==> src/shared/hfx_regs.svh <==
// Register indices, field positions, reset values and sizes of the frame FIFO block.
// Assumes a 32-bit bus whose byte address is four times the register index.
`ifndef HFX_REGS_SVH
`define HFX_REGS_SVH

// ----------------------------------------------------------------------------
// Register indices (byte address is index times four)
// ----------------------------------------------------------------------------
`define HFX_IDX_EVENTS     6'h20
`define HFX_IDX_STATUS     6'h21
`define HFX_IDX_MODE       6'h22
`define HFX_IDX_EXT_IRQ    6'h24
`define HFX_IDX_RX_CNT_LO  6'h25
`define HFX_IDX_RX_STAT    6'h27
`define HFX_IDX_TX_CNT_LO  6'h2a
`define HFX_IDX_CNT_HI     6'h2d
`define HFX_IDX_CFG_ONE    6'h2f

// ----------------------------------------------------------------------------
// Field positions
// ----------------------------------------------------------------------------
`define HFX_CMD_TX_RESET   0
`define HFX_CMD_END_MSG    1
`define HFX_CMD_TX_IFRAME  2
`define HFX_CMD_TX_TRANSP  3
`define HFX_CMD_RX_RESET   6
`define HFX_CMD_RX_DONE    7
`define HFX_EVT_MSG_END    7
`define HFX_EVT_POOL_FULL  6
`define HFX_EVT_POOL_READY 4
`define HFX_EXT_UNDERRUN   6
`define HFX_STS_TX_WR_EN   6
`define HFX_STS_RX_IDLE    3
`define HFX_STS_TX_BUSY    2
`define HFX_MODE_RX_ACTIVE 3
`define HFX_HI_DMA         7
`define HFX_CFG_POWER_UP   7
`define HFX_RXSTAT_OVFL    5

// ----------------------------------------------------------------------------
// Reset values and sizes
// ----------------------------------------------------------------------------
`define HFX_RST_BYTE       8'h00
`define HFX_FIFO_DEPTH     64
`define HFX_POOL_BYTES     32

`endif

==> src/shared/hfx_pkg.sv <==
// Types shared by the frame FIFO block and its memory.
// Assumes the constants of hfx_regs.svh.
package hfx_pkg;
   typedef logic [7:0] hfx_byte_t;
   typedef enum logic [1:0] {
      HFX_TX_IDLE = 2'b01,
      HFX_TX_SEND = 2'b10
   } hfx_tx_e;
endpackage

==> src/logic/hfx_mem.sv <==
// Byte memory for one FIFO direction: one write port, one registered read port.
// Assumes a single clock; read data appear one edge after the address.
module hfx_mem #(
   parameter int DEPTH = 64,
   parameter int AW    = 6
) (
   input  wire logic             clk,
   input  wire logic             rstn,
   input  wire logic             we,
   input  wire logic [AW-1:0]    wrAddr,
   input  wire hfx_pkg::hfx_byte_t wrData,
   input  wire logic [AW-1:0]    rdAddr,
   output      hfx_pkg::hfx_byte_t rdData
);
   import hfx_pkg::*;

   hfx_byte_t store [DEPTH];

   always_ff @(posedge clk) begin
      if (we) begin
         store[wrAddr] <= wrData;
      end
   end

   always_ff @(posedge clk) begin
      if (!rstn) begin
         rdData <= 8'h00;
      end else begin
         rdData <= store[rdAddr];
      end
   end
endmodule

==> src/logic/hfx_frame_fifo.sv <==
// Frame FIFO transfer logic of one HDLC channel: pools, commands, DMA requests.
// Assumes a classic Wishbone master and a byte-level serial engine on the line side.
//
// Summary of operation
// - Two 32-byte transmit pools, write-enable status
// - Frame starts only on transmit command
// - Pool-ready event while message unfinished
// - End of message closes with CRC, flag
// - FIFO empty after first byte, before end, aborts, flags underrun
// - Transmitter reset aborts frame in progress
// - Back-to-back frames share no idle fill
// - Receiver accepts frames split by one flag
// - DMA sends programmed count plus one
// - DMA request per empty pool, then remainder
// - Pool-full event for unfinished 32-byte block
// - Message-end event when frame completes
// - Frame length and appended status byte
// - Receive request held until last read starts
// - Receive request size rounded to 4/8/16/32
// - No receive request after end until release
// - DMA bit chooses DMA or event transfer
// - DMA mode: message-end after last byte
`include "hfx_regs.svh"

module hfx_frame_fifo #(
   parameter int DEPTH = `HFX_FIFO_DEPTH,
   parameter int POOL  = `HFX_POOL_BYTES
) (
   input  wire logic               clk,
   input  wire logic               rstn,
   input  wire logic               wb_cyc_i,
   input  wire logic               wb_stb_i,
   input  wire logic               wb_we_i,
   input  wire logic [7:2]         wb_adr_i,
   input  wire logic [3:0]         wb_sel_i,
   input  wire logic [31:0]        wb_dat_i,
   output      logic [31:0]        wb_dat_o,
   output      logic               wb_ack_o,
   output      hfx_pkg::hfx_byte_t txData,
   output      logic               txValid,
   input  wire logic               txReady,
   output      logic               txEnd,
   output      logic               txAbort,
   input  wire logic               ctsN,
   input  wire hfx_pkg::hfx_byte_t rxData,
   input  wire logic               rxValid,
   input  wire logic               rxEnd,
   input  wire hfx_pkg::hfx_byte_t rxStat,
   output      logic               rxEnable,
   output      logic               txDmaReq,
   output      logic               rxDmaReq
);
   import hfx_pkg::*;

   localparam int          AW    = $clog2(DEPTH);
   localparam logic [AW:0] POOLC = (AW+1)'(POOL);
   localparam logic [AW:0] FULLC = (AW+1)'(DEPTH);

   function automatic logic [5:0] roundUp(input logic [5:0] n);
      roundUp = (n < 6'd4) ? 6'd4 : (n < 6'd8) ? 6'd8 : (n < 6'd16) ? 6'd16 : 6'd32;
   endfunction

   // -------------------------------------------------------------------------
   // Bus slave decode
   // -------------------------------------------------------------------------
   logic       busy, fifoRd;
   hfx_byte_t  modeReg, cfgOne, txCntLo, cntHi, events, extIrq, rxCntLo, rxStatReg;
   logic [3:0] rxCntHi;
   wire        take   = wb_cyc_i & wb_stb_i & ~busy & ~wb_ack_o;
   wire  [5:0] idx    = wb_adr_i;
   wire        isFifo = ~idx[5];
   wire        wrEn   = take & wb_we_i & wb_sel_i[0];
   wire        rdEn   = take & ~wb_we_i;
   wire  [7:0] wd     = wb_dat_i[7:0];
   wire        cmdWr  = wrEn & (idx == `HFX_IDX_STATUS);
   wire        cTxRst = cmdWr & wd[`HFX_CMD_TX_RESET];
   wire        cEnd   = cmdWr & wd[`HFX_CMD_END_MSG];
   wire        cTx    = cmdWr & (wd[`HFX_CMD_TX_IFRAME] | wd[`HFX_CMD_TX_TRANSP]);
   wire        cRxRst = cmdWr & wd[`HFX_CMD_RX_RESET];
   wire        cRxDone = cmdWr & wd[`HFX_CMD_RX_DONE];
   wire        dmaMode = cntHi[`HFX_HI_DMA];
   wire        powerUp = cfgOne[`HFX_CFG_POWER_UP];
   wire        rxOn    = powerUp & modeReg[`HFX_MODE_RX_ACTIVE];
   wire        rdEvt   = rdEn & (idx == `HFX_IDX_EVENTS);
   wire        rdExt   = rdEn & (idx == `HFX_IDX_EXT_IRQ);

   // -------------------------------------------------------------------------
   // Transmit path
   // -------------------------------------------------------------------------
   hfx_tx_e     txState;
   logic [AW:0] txW, txR;
   logic        fetch, endSeen, txGot, pendPool;
   logic [12:0] dmaLeft;
   logic [5:0]  blkLeft;
   hfx_byte_t   txRd;
   wire         txSend   = txState == HFX_TX_SEND;
   wire [AW:0]  txLevel  = txW - txR;
   wire         txEmpty  = txLevel == '0;
   wire         poolFree = txLevel <= POOLC;
   wire         underrun = txSend & ~fetch & txEmpty & ~txValid & ~endSeen & txGot;
   wire         txFlush  = cTxRst | underrun;
   wire         txPush   = wrEn & isFifo & (txLevel != FULLC) & ~txFlush;
   wire         txPop    = txSend & ~fetch & ~txEmpty & (~txValid | txReady) & ~ctsN;
   wire         endNow   = txSend & endSeen & txEmpty & ~fetch & ~txValid & ~cTxRst;
   wire         txStart  = (txState == HFX_TX_IDLE) & cTx & powerUp;
   wire         dmaArm   = txSend & dmaMode & (dmaLeft != '0) & (blkLeft == '0) & poolFree;
   wire [5:0]   blkSize  = (dmaLeft > 13'd32) ? 6'd32 : dmaLeft[5:0];
   wire [5:0]   next_blkLeft = (txFlush | ~txSend) ? 6'd0 : dmaArm ? blkSize :
                               (txPush & (blkLeft != '0)) ? blkLeft - 6'd1 : blkLeft;
   wire         poolReady = ~dmaMode & ((pendPool & txSend & poolFree) | endNow | cTxRst);

   hfx_mem #(.DEPTH(DEPTH), .AW(AW)) txMem (
      .clk    (clk),
      .rstn   (rstn),
      .we     (txPush),
      .wrAddr (txW[AW-1:0]),
      .wrData (wd),
      .rdAddr (txR[AW-1:0]),
      .rdData (txRd)
   );

   always_ff @(posedge clk) begin
      if (!rstn || txFlush) begin
         txW <= '0;
         txR <= '0;
      end else begin
         txW <= txW + (AW+1)'(txPush);
         txR <= txR + (AW+1)'(txPop);
      end
   end

   always_ff @(posedge clk) begin
      if (!rstn || txFlush || endNow) begin
         txState <= HFX_TX_IDLE;
      end else if (txStart) begin
         txState <= HFX_TX_SEND;
      end
   end

   always_ff @(posedge clk) begin
      if (!rstn || txFlush) begin
         {endSeen, txGot, pendPool} <= 3'b000;
         dmaLeft <= '0;
      end else if (txStart) begin
         endSeen  <= ~dmaMode & cEnd;
         pendPool <= ~dmaMode & ~cEnd;
         txGot    <= 1'b0;
         dmaLeft  <= {1'b0, cntHi[3:0], txCntLo} + 13'd1;
      end else begin
         endSeen  <= endSeen | (txSend & cTx & cEnd & ~dmaMode) |
                     (txPush & dmaMode & (dmaLeft == 13'd1));
         pendPool <= (pendPool & ~poolReady) | (txSend & cTx & ~cEnd & ~dmaMode);
         txGot    <= txGot | txPop;
         dmaLeft  <= dmaLeft - 13'(txPush & dmaMode & (dmaLeft != '0));
      end
   end

   always_ff @(posedge clk) begin
      if (!rstn) begin
         {fetch, txValid, txEnd, txAbort, txDmaReq} <= 5'b00000;
         blkLeft <= '0;
         txData  <= 8'h00;
      end else begin
         fetch    <= txPop & ~txFlush;
         txValid  <= ~txFlush & (fetch | (txValid & ~txReady));
         txEnd    <= endNow;
         txAbort  <= underrun | (cTxRst & txSend);
         blkLeft  <= next_blkLeft;
         txDmaReq <= next_blkLeft != '0;
         if (fetch) begin
            txData <= txRd;
         end
      end
   end

   // -------------------------------------------------------------------------
   // Receive path
   // -------------------------------------------------------------------------
   logic [AW:0] rxW, rxR, rxBase;
   logic [5:0]  segCnt, offerLen, p2Len, rxDmaLeft;
   logic        offerValid, offerEnd, p2Valid, p2End, ovfl;
   logic [11:0] rxLen;
   hfx_byte_t   rxRd;
   wire         rxIn      = rxOn & (rxValid | rxEnd);
   wire         release_  = cRxDone & offerValid;
   wire         qFull     = offerValid & p2Valid & ~release_;
   wire         rxDrop    = rxIn & (((rxW - rxBase) == FULLC) | qFull);
   wire         rxWe      = rxIn & ~rxDrop & ~cRxRst;
   wire [7:0]   statByte  = rxStat | (8'h01 << `HFX_RXSTAT_OVFL) & {8{ovfl}};
   wire         blockDone = rxWe & (rxEnd | (segCnt == 6'(POOL - 1)));
   wire [5:0]   doneLen   = segCnt + 6'd1;
   wire         toOffer   = blockDone & (~offerValid | (release_ & ~p2Valid));
   wire         newOffer  = toOffer | (release_ & p2Valid);
   wire [5:0]   nextLen   = (release_ & p2Valid) ? p2Len : doneLen;
   wire         nextEnd   = (release_ & p2Valid) ? p2End : rxEnd;
   wire         rxRead    = rdEn & isFifo;
   wire [5:0]   next_rxDmaLeft = (cRxRst | ~dmaMode) ? 6'd0 :
                                 newOffer ? roundUp(nextLen) :
                                 release_ ? 6'd0 :
                                 (rxRead & (rxDmaLeft != '0)) ? rxDmaLeft - 6'd1 : rxDmaLeft;
   wire         lastDma   = dmaMode & offerEnd & rxRead & (rxDmaLeft == 6'd1) & ~newOffer;

   hfx_mem #(.DEPTH(DEPTH), .AW(AW)) rxMem (
      .clk    (clk),
      .rstn   (rstn),
      .we     (rxWe),
      .wrAddr (rxW[AW-1:0]),
      .wrData (rxEnd ? statByte : rxData),
      .rdAddr (rxR[AW-1:0]),
      .rdData (rxRd)
   );

   always_ff @(posedge clk) begin
      if (!rstn || cRxRst) begin
         {rxW, rxR, rxBase} <= '0;
         {segCnt, rxLen, ovfl} <= '0;
      end else begin
         rxW    <= rxW + (AW+1)'(rxWe);
         segCnt <= blockDone ? 6'd0 : segCnt + 6'(rxWe);
         rxLen  <= (rxWe & rxEnd) ? 12'd0 : rxLen + 12'(rxWe);
         ovfl   <= rxWe & rxEnd ? 1'b0 : ovfl | rxDrop;
         if (release_) begin
            rxBase <= rxBase + (AW+1)'(offerLen);
            rxR    <= rxBase + (AW+1)'(offerLen);
         end else begin
            rxR <= rxR + (AW+1)'(rxRead);
         end
      end
   end

   always_ff @(posedge clk) begin
      if (!rstn || cRxRst) begin
         {offerValid, offerEnd, p2Valid, p2End} <= 4'b0000;
         {offerLen, p2Len} <= '0;
      end else begin
         if (release_) begin
            p2Valid <= 1'b0;
         end
         if (newOffer) begin
            offerValid <= 1'b1;
            offerLen   <= nextLen;
            offerEnd   <= nextEnd;
         end else if (release_) begin
            offerValid <= 1'b0;
         end
         if (blockDone & ~toOffer) begin
            p2Valid <= 1'b1;
            p2Len   <= doneLen;
            p2End   <= rxEnd;
         end
      end
   end

   always_ff @(posedge clk) begin
      if (!rstn) begin
         rxDmaLeft <= '0;
         rxDmaReq  <= 1'b0;
         rxEnable  <= 1'b0;
         {rxCntLo, rxStatReg} <= '0;
         rxCntHi   <= '0;
      end else begin
         rxDmaLeft <= next_rxDmaLeft;
         rxDmaReq  <= next_rxDmaLeft != '0;
         rxEnable  <= rxOn;
         if (rxWe & rxEnd) begin
            {rxCntHi, rxCntLo} <= rxLen + 12'd1;
            rxStatReg <= statByte;
         end
      end
   end

   // -------------------------------------------------------------------------
   // Registers and bus answer
   // -------------------------------------------------------------------------
   wire [7:0] evtSet = (8'(poolReady) << `HFX_EVT_POOL_READY) |
                       (8'(newOffer & ~nextEnd & ~dmaMode) << `HFX_EVT_POOL_FULL) |
                       (8'((newOffer & nextEnd & ~dmaMode) | lastDma) << `HFX_EVT_MSG_END);
   wire [7:0] stsVal = (8'(poolFree) << `HFX_STS_TX_WR_EN) |
                       (8'(!rxOn) << `HFX_STS_RX_IDLE) | (8'(txSend) << `HFX_STS_TX_BUSY);
   wire [7:0] regMux = (idx == `HFX_IDX_EVENTS)    ? events :
                       (idx == `HFX_IDX_STATUS)    ? stsVal :
                       (idx == `HFX_IDX_MODE)      ? modeReg :
                       (idx == `HFX_IDX_EXT_IRQ)   ? extIrq :
                       (idx == `HFX_IDX_RX_CNT_LO) ? rxCntLo :
                       (idx == `HFX_IDX_RX_STAT)   ? rxStatReg :
                       (idx == `HFX_IDX_CNT_HI)    ? {cntHi[7:4], rxCntHi} :
                       (idx == `HFX_IDX_CFG_ONE)   ? cfgOne : 8'h00;

   always_ff @(posedge clk) begin
      if (!rstn) begin
         {modeReg, cfgOne, txCntLo, cntHi, events, extIrq} <= {6{`HFX_RST_BYTE}};
      end else begin
         events <= (events & ~{8{rdEvt}}) | evtSet;
         extIrq <= (extIrq & ~{8{rdExt}}) | (8'(underrun) << `HFX_EXT_UNDERRUN);
         if (wrEn & (idx == `HFX_IDX_MODE))      modeReg <= wd;
         if (wrEn & (idx == `HFX_IDX_CFG_ONE))   cfgOne  <= wd;
         if (wrEn & (idx == `HFX_IDX_TX_CNT_LO)) txCntLo <= wd;
         if (wrEn & (idx == `HFX_IDX_CNT_HI))    cntHi   <= wd;
      end
   end

   always_ff @(posedge clk) begin
      if (!rstn) begin
         {busy, wb_ack_o, fifoRd} <= 3'b000;
         wb_dat_o <= '0;
      end else begin
         busy     <= take;
         wb_ack_o <= busy;
         fifoRd   <= rxRead;
         if (take) begin
            wb_dat_o <= {24'h0, regMux};
         end else if (busy & fifoRd) begin
            wb_dat_o <= {24'h0, rxRd};
         end
      end
   end

   // -------------------------------------------------------------------------
   // Assertions
   // -------------------------------------------------------------------------
   property p_txStart;
      @(posedge clk) disable iff (!rstn) $rose(txSend) |-> $past(cTx && powerUp);
   endproperty
   a_txStart: assert property (p_txStart) else $error("frame began without command");

   property p_underrun;
      @(posedge clk) disable iff (!rstn)
         underrun |=> txAbort && extIrq[`HFX_EXT_UNDERRUN] && !txSend ##1 !txAbort;
   endproperty
   a_underrun: assert property (p_underrun) else $error("underrun not aborted");

   property p_txReset;
      @(posedge clk) disable iff (!rstn) (cTxRst && txSend) |=> txAbort && !txValid && !txSend;
   endproperty
   a_txReset: assert property (p_txReset) else $error("reset did not abort frame");

   property p_txCount;
      @(posedge clk) disable iff (!rstn)
         (txStart && dmaMode) |=> dmaLeft == $past({1'b0, cntHi[3:0], txCntLo}) + 13'd1;
   endproperty
   a_txCount: assert property (p_txCount) else $error("DMA byte count wrong");

   property p_txReqLen;
      @(posedge clk) disable iff (!rstn) $rose(txDmaReq) |-> blkLeft <= 6'd32 && txSend;
   endproperty
   a_txReqLen: assert property (p_txReqLen) else $error("transmit request outside frame");

   property p_rxDrop;
      @(posedge clk) disable iff (!rstn)
         (rxRead && rxDmaLeft == 6'd1 && !newOffer && !cRxRst) |=> !rxDmaReq;
   endproperty
   a_rxDrop: assert property (p_rxDrop) else $error("receive request held too long");

   property p_round;
      @(posedge clk) disable iff (!rstn)
         (newOffer && dmaMode && !cRxRst) |=> rxDmaReq && rxDmaLeft >= offerLen &&
            (rxDmaLeft == 6'd4 || rxDmaLeft == 6'd8 || rxDmaLeft == 6'd16 || rxDmaLeft == 6'd32);
   endproperty
   a_round: assert property (p_round) else $error("receive request size not rounded");

   property p_holdOff;
      @(posedge clk) disable iff (!rstn)
         (offerValid && offerEnd && rxDmaLeft == 6'd0 && !cRxDone) |=> !rxDmaReq;
   endproperty
   a_holdOff: assert property (p_holdOff) else $error("request before release");

   property p_status;
      @(posedge clk) disable iff (!rstn)
         (rxWe && rxEnd) |=> rxStatReg == $past(statByte) && {rxCntHi, rxCntLo} != 12'd0;
   endproperty
   a_status: assert property (p_status) else $error("frame status not held");
endmodule

==> config.mk <==
export PLATFORM = sky130hd
export DESIGN_NAME = hfx_frame_fifo
export DESIGN_NICKNAME = d
export VERILOG_FILES = /design/src/shared/hfx_pkg.sv /design/src/logic/hfx_mem.sv /design/src/logic/hfx_frame_fifo.sv
export VERILOG_INCLUDE_DIRS = /design/src /design/src/shared
export SDC_FILE = /design/constraint.sdc
export NUM_CORES = 1
export LEC_CHECK = 0
export ABC_AREA = 1
export BUFFER_PORTS_ARGS = -buffer_cell sky130_fd_sc_hd__buf_2
export CORE_MARGIN = 2
export CORE_UTILIZATION = 50
export DETAILED_ROUTE_END_ITERATION = 7
export PLACE_DENSITY_LB_ADDON = 0.12
export SETUP_SLACK_MARGIN = 0.5
export SLEW_MARGIN = 0
export SYNTH_ARGS = -nofsm -noshare
export SYNTH_HDL_FRONTEND = slang
export SYNTH_SLANG_ARGS = --single-unit
==> constraint.sdc <==
create_clock -name clk -period 11.2 [get_ports clk]
set_input_delay 0.56 -clock clk [delete_from_list [all_inputs] [get_ports clk]]
set_output_delay 0.56 -clock clk [all_outputs]
set_load 0.02 [all_outputs]
==> results_dict.tcl, run 1 <==
set metrics [dict create \
    hold_class "in2reg" \
    die_h_microns 321.8 \
    start_kind "flip-flop" \
    seq_power_share 0.528 \
    postCtsSetupBuffers 0 \
    drc 0 \
    numCtsBuffers 131 \
    finalSetupViolCount 0 \
    ant_nets 0 \
    antenna_found_initial 0 \
    maxSlewHeadroom 0.2401 \
    crit_top_cell "nand2_1" \
    h-tree-depth 4 \
    rr_worst_depth 16 \
    grt_start_max_net_pins 163 \
    grt_pass1_vias 31730 \
    cts_root_buf "clkbuf_16" \
    syn_area_sq_um 50510 \
    irDropWorstVdd_mv 0.1443 \
    cpLargestDelayFamily "simple AND/OR/NAND/NOR gates" \
    drt-pass1-iter-count 6 \
    final_hold_viol_count 0 \
    syn2layout_area_growth_pct 10.95 \
    crit_type "reg2reg" \
    place_hpwl_microns 76240 \
    clkTransAtPathRegs_ns 0.07 \
    worst_pin_slew_ns 1.139 \
    fp.coreArea_sq_um 100100 \
    dp_slack_ns 4.975 \
    cp_slowest_cell "nor2_1" \
    reg2reg_slack_ns 4.99 \
    cp_num_buf_inv 4 \
    wl_per_cell_microns 22.19 \
    crit_arrival_ns 6.56 \
    gp_congestion 0.8838 \
    power.density_nw_per_um2 168.5 \
    layout-drive-gt1-share 0.07794 \
    leakagePower_nw 18.84 \
    die_area_sq_um 103600 \
    cts_resized 0 \
    cts_sinks 1233 \
    fin_crit_ns 6.206 \
    switching_share 0.2066 \
    chipWidth_microns 321.8 \
    port_buffers 62 \
    fmax_ghz 0.1611 \
    initial_core_util 0.5044 \
    synth-seq-cells 1233 \
    worstReg2RegStart "txR[1]" \
    nets 4552 \
    vias_per_cell 5.802 \
    intPower_mw 7.492 \
    layout_setup_ws_ns 4.994 \
    r2r-end "txMem.store[45][2]" \
    crit_chain "clkinv_2 -> buf_4 -> ha_1 -> nand2_1 -> nand2_1 -> nand2_1 -> nand4_1 -> nand2_1 -> inv_1 -> nand3_1 -> nand2_1 -> inv_1 -> nand3_1 -> nor2_1 -> nand3_1 -> nor2_1" \
    pwr-share-clk 0.451 \
    synth_cell_types 52 \
    hold_ws_ns 0.1700 \
    crit_required_ns 11.56 \
    grt_usage 0.2486 \
    cts_max_path_buffers 3 \
    final_max_slew_viol_count 0 \
    setup_tns_ns 0 \
    min_to "rxStatReg[7]" \
    cts_hold_repair.buffers 0 \
    post_synth.cell_area_avg_sq_um 11.36 \
    worstHoldStart "rxStat[7]" \
    grt.overflow.total 0 \
    drtIter0Drc 3294 \
    p_switching_mw 1.951 \
    rsz0062_at_grt "false" \
    worstPathMaxFanout 66 \
    yosysWarnings 0 \
    fin_crit_sh 0.5541 \
    hold_depth 3 \
    fill_cells 8484 \
    synth_seq_area_share 0.6916 \
    grt_pass1_wl_microns 194900 \
    insertedDiodeCount 0 \
    combPwrFrac 0.021 \
    io_pins 114 \
    rows 116 \
    endpoint_kind "flip-flop" \
    cts_tree "built" \
    wl_microns 129600 \
    insertion_delay_ns 0.74 \
    maxCapViolations 0 \
    outcome "finished clean" \
    syn_inst 4446 \
    skew_ns 0.01960 \
    num_vias 33880 \
    critPathMaxStageDelay_ns 0.87 \
]
[worst max path at each step]
| stage | from | to | slack (ns) | cells after the start |
|---|---|---|---|---|
| floorplan | txR[2] | dmaLeft[10] | 7.61 | 26 |
| global placement | txR[1] | txMem.store[44][3] | 5.05 | 16 |
| detailed placement | txR[1] | txMem.store[44][3] | 4.98 | 16 |
| CTS | txR[1] | txMem.store[60][0] | 4.96 | 16 |
| global route | txR[1] | txMem.store[60][0] | 4.48 | 16 |
| finish | txR[1] | txMem.store[45][2] | 4.99 | 16 |
[tightest hold or removal path, stage by stage]
cell,delay [ns]
buf_2,0.10
o21ai_0,0.10
a21oi_1,0.11
[layout by cell type (no fill, tap or decap), types with 5 or more instances in the layout]
cell type     n
o22ai_1     153
clkbuf_1     25
nand4_1      52
inv_6         7
dfxtp_1     203
o221ai_1    105
or2_2         5
inv_2         5
clkinv_2     27
nand2_1     357
clkbuf_8      5
ha_1         40
buf_4        46
nand3_1     198
nor4_1       13
conb_1       24
a211oi_1      7
bufinv_16     9
a21oi_1     145
edfxtp_1   1024
xnor2_1      10
nand2_2      13
clkinv_1     25
o21ai_0     615
a31oi_1      16
o211ai_1     37
inv_1       189
nor3_1       21
xor2_1       39
a221oi_1      5
clkbuf_16   137
nor2_1      867
buf_2        62
[routing by layer]
| layer | vias up | share of wire | GRT usage |
|---|---|---|---|
| li1 | 16040 | - | - |
| met5 | - | 0 | 0 |
| met3 | 219 | 0.057 | 0.03244 |
| met1 | 16570 | 0.44 | 0.3478 |
| met4 | 0 | 0.033 | 0.09657 |
| met2 | 1060 | 0.47 | 0.3970 |
[state kept, by name, summed over array words and instances, names as in the netlist, 12 cells and up]
| name | count |
|---|---|
| dmaLeft | 13 |
| rxLen | 12 |
| rxMem.store | 512 |
| txMem.store | 512 |
[kinds of logic (layout without fill, tap and decap cells)]
logic type,count (synthesis),in the layout,share of synthesized area
buffers and inverters,475,548,0.03778
AO/OA/AOI/OAI,1099,1099,0.1246
adder cells (fa/ha/maj),41,41,0.01030
other,1,24,0.00007424
XOR/XNOR,49,49,0.008497
flip-flops,1233,1233,0.6916
multiplexers,1,1,0.0001982
AND/OR/NAND/NOR,1547,1547,0.1269
[cells in the mapped netlist (all sizes together)]
library cell  number  share of area
o21bai             1        0.00015
clkinv            10        0.00087
edfxtp          1024           0.61
nand3            203          0.021
nor4              13         0.0016
nand2            371          0.028
xnor2             10         0.0017
xor2              39         0.0068
o211ai            37         0.0055
nand3b             3        0.00045
buf               46         0.0058
a211o              2        0.00035
o22ai            153          0.019
o2111ai            1        0.00017
nor3              21         0.0021
ha                40         0.0099
mux2i              1        0.00020
a311oi             2        0.00035
o21ai            621          0.062
nand4             53         0.0069
o221ai           105          0.018
a31oi             16         0.0020
a211oi             9         0.0015
inv              198          0.015
a221oi             5        0.00087
conb               1       0.000074
nor2             875          0.066
nor3b              3        0.00045
a21oi            145          0.014
fa                 1        0.00040
o21a               2        0.00045
clkbuf           221          0.016
dfxtp            209          0.083
or2                5        0.00062
[final cells by class]
type / instances / area (sq um) / share of cell area
Tap cell: 1298 / 1624 / 0.02898
Clock buffer: 167 / 3591 / 0.06408
Clock inverter: 64 / 616.8 / 0.01101
Multi-Input combinational cell: 2761 / 13780 / 0.2460
Inverter: 208 / 799.5 / 0.01427
Timing Repair Buffer: 109 / 675.6 / 0.01206
Sequential cell: 1233 / 34950 / 0.6237
[power by group through the flow]
stage / sequential (mW) / clock (mW) / combinational, mW
after floorplan: 5.08 / 0 / 0.0944
after global placement: 5.08 / 0 / 0.198
after detailed placement: 5.08 / 0 / 0.200
after CTS: 4.98 / 4.32 / 0.200
after global routing: 4.98 / 4.49 / 0.216
final: 4.98 / 4.26 / 0.198
[through the flow]
step / total power, mW / instances / utilization / cell area, sq um
floorplan: 5.178 / 4469 / - / 50600
global placement: 5.280 / 5609 / 0.5176 / 51830
detailed placement: 5.282 / 5609 / 0.5176 / 51830
CTS: 9.507 / 5840 / 0.5596 / 56040
global route: 9.687 / 5840 / 0.5596 / 56040
finish: 9.443 / 5840 / 0.5596 / 56040
(Power assumes the default switching activity.)
==> inputs of run 2 (changes only) <==
ABC_AREA = 0   (was 1)
clock period = 5.1 ns   (was 11.2 ns; I/O delays follow)
==> run 2 against run 1 <==
  * Final area grew 0.44%
  * Global-route usage shrank 2.1 points
  * Clock power grew 120%
  * Clock skew grew 0.0071 ns
  * Register-to-register slack lost 4.2 ns
  * Non-clock buffer count grew 87
  * Maximum frequency grew 44%
  * Sequential cell count is the same
  * First-iteration DRC count shrank 25%
  * Utilization grew 1.2 points
  * Die area shrank 1.7%
  * Critical path type unchanged
  * Critical endpoint is now txMem.store[49][7]
==> results_dict.tcl, run 2 <==
set metrics [dict create \
    outcome "finished clean" \
    hold_depth 3 \
    drtIter0Drc 2476 \
    maxSlewHeadroom 0.2248 \
    synth_edf_count 1024 \
    num_vias 25730 \
    io_pins 114 \
    antenna_found_initial 0 \
    rows 115 \
    grt_usage 0.2279 \
    synth_cell_types 81 \
    syn_area_sq_um 49630 \
    synth.most_common_cell "edfxtp_1" \
    place_hpwl_microns 72030 \
    syn_inst 2790 \
    drt-pass1-iter-count 5 \
    crit_chain "inv_1 -> ha_1 -> o21a_1 -> nor2_1 -> a31oi_1 -> xnor2_1 -> nor2b_1 -> o21ai_0 -> or4_1 -> nor2_1" \
    synth_common_cells "edfxtp_1 (1024), mux4_2 (336), nor2_1 (313)" \
    initial_core_util 0.5043 \
    cpLargestDelayFamily "simple AND/OR/NAND/NOR gates" \
    insertedDiodeCount 0 \
    h-tree-depth 4 \
    layout-drive-gt1-share 0.2485 \
    postCtsSetupBuffers 0 \
    critPathMaxStageDelay_ns 0.83 \
    cp_num_buf_inv 1 \
    r2r-end "txMem.store[49][7]" \
    setup_tns_ns 0 \
    final_max_slew_viol_count 0 \
    final_common_cell "edfxtp_1" \
    power.density_nw_per_um2 367.6 \
    reg_top3 "rxMem.store x512, txMem.store x512, dmaLeft x13" \
    skew_ns 0.02666 \
    chipWidth_microns 319.1 \
    grt_start_max_net_pins 132 \
    drc 0 \
    worstHoldStart "rxEnd" \
    die_h_microns 319.1 \
    synth-seq-cells 1233 \
    die_area_sq_um 101800 \
    hold_class "in2reg" \
    synthTopCellsByArea "edfxtp_1 (62%), mux4_2 (15%), dfxtp_1 (8.4%)" \
    dp_slack_ns 0.4163 \
    yosysWarnings 0 \
    synth_seq_area_share 0.7038 \
    min_to "p2End" \
    maxCapViolations 0 \
    grt.overflow.total 0 \
    fin_crit_ns 4.298 \
    wl_microns 114200 \
    finalSetupViolCount 0 \
    ant_nets 0 \
    synth-async-reset-ratio 0 \
    irDropWorstVdd_mv 0.3057 \
    vias_per_cell 5.893 \
    crit_required_ns 5.46 \
    wl_per_cell_microns 26.16 \
    numCtsBuffers 132 \
    rsz0062_at_grt "true" \
    worst_pin_slew_ns 1.160 \
    grt_pass1_wl_microns 171000 \
    cp_slowest_cell "or4_1" \
    grt_pass1_vias 26430 \
    nets 3085 \
    leakagePower_nw 18.02 \
    fmax_ghz 0.2327 \
    reg2reg_slack_ns 0.80 \
    synth_top_cell_area_share 0.6195 \
    syn2layout_area_growth_pct 13.41 \
    crit_type "reg2reg" \
    start_kind "flip-flop" \
    endpoint_kind "flip-flop" \
    gp_congestion 0.8307 \
    layout_setup_ws_ns 0.8017 \
    yosysTopAreaCell "edfxtp_1" \
    cts_tree "built" \
    rr_worst_depth 10 \
    worstReg2RegStart "txR[4]" \
    clkTransAtPathRegs_ns 0.06 \
    crit_arrival_ns 4.66 \
    final_cell_mix "edfxtp_1 (1024), mux4_2 (336), nor2_1 (303)" \
    insertion_delay_ns 0.75 \
    fp.coreArea_sq_um 98420 \
    post_synth.cell_area_avg_sq_um 17.79 \
    port_buffers 62 \
    final_hold_viol_count 0 \
    fin_crit_sh 0.8428 \
    cts_sinks 1233 \
    cts_max_path_buffers 3 \
    cts_root_buf "clkbuf_16" \
    crit_top_cell "nor2_1" \
    worstPathMaxFanout 9 \
    synth_ff_type "edfxtp_1" \
]
## run 2: changes by cell type after synthesis, sizes merged, moves of 102 or more
cell    delta
nand2    -277
mux4     +336
nand3    -141
o22ai    -152
inv      -165
clkbuf   -132
o21ai    -595
nor2     -562
o221ai   -102
## run 2: metal layers
| layer | GRT usage | vias to the layer above | routed length (microns) | share of wire |
|---|---|---|---|---|
| li1 | - | 11380 | - | - |
| met1 | 0.3125 | 13500 | 48390 | 0.42 |
| met2 | 0.3846 | 701 | 58030 | 0.51 |
| met3 | 0.03505 | 145 | 5601 | 0.049 |
| met4 | 0.05922 | 0 | 2184 | 0.019 |
| met5 | 0 | - | 0 | 0 |
## run 2: through the flow
| stage | hold WS (ns) | std cells | util | power, mW | area [sq um] |
|---|---|---|---|---|---|
| finish | 0.08967 | 4365 | 0.5719 | 20.69 | 56290 |
| floorplan | 0.3539 | 2813 | - | 11.37 | 49720 |
| CTS | 0.04030 | 4365 | 0.5716 | 20.88 | 56260 |
| global route | 0.07645 | 4365 | 0.5719 | 21.30 | 56290 |
| detailed placement | 0.4542 | 4114 | 0.5271 | 11.60 | 51880 |
| global placement | 0.4448 | 4114 | 0.5271 | 11.58 | 51880 |
## run 2: cell families (layout without fill, tap and decap cells)
kind of cell,after synthesis,count (layout),synth area share
flops,1233,1233,0.7038
simple gates,641,641,0.06073
mux,412,412,0.1683
buf+inv,199,464,0.01755
compound gates,184,184,0.02513
xor+xnor,79,79,0.01394
fa+ha+maj,41,41,0.01049
other cells,1,24,0.00007555
## run 2: worst min-delay path, stage by stage
cell	delay [ns]
buf_2	0.23
a32oi_1	0.23
nor2_1	0.05
## run 2: final cells by class
cell class | count | area [sq um]
Clock buffer | 169 | 3566
Clock inverter | 66 | 656.9
Fill cell | 7479 | 42130
Inverter | 33 | 123.9
Multi-Input combinational cell | 1381 | 13960
Sequential cell | 1233 | 34950
Tap cell | 1287 | 1610
Timing Repair Buffer | 196 | 1419
## run 2: power breakdown
part / switching [mW] / total [mW] / internal (mW)
clock network: 3.84 / 9.31 / 5.47
logic: 0.323 / 0.433 / 0.110
registers: 0.0143 / 10.9 / 10.9
## run 2: how the worst max path moves through the flow
stage | startpoint | slack (ns) | endpoint | cells after the start
6_report | txR[4] | 0.80 | txMem.store[49][7] | 10
4_1_cts | txR[4] | 0.39 | txMem.store[36][3] | 11
5_1_grt | txR[4] | 0.49 | txMem.store[56][6] | 11
3_3_place_gp | txR[4] | 0.48 | txMem.store[52][3] | 11
2_1_floorplan | txR[1] | 1.02 | dmaLeft[12] | 20
3_5_place_dp | txR[4] | 0.42 | txMem.store[20][5] | 11
## run 2: timing repair
item	4_1_cts	5_1_grt
endpoints found under the setup margin	64	74
endpoints found under the hold margin	28	0
gates resized for setup	0	11
hold buffers	16	0
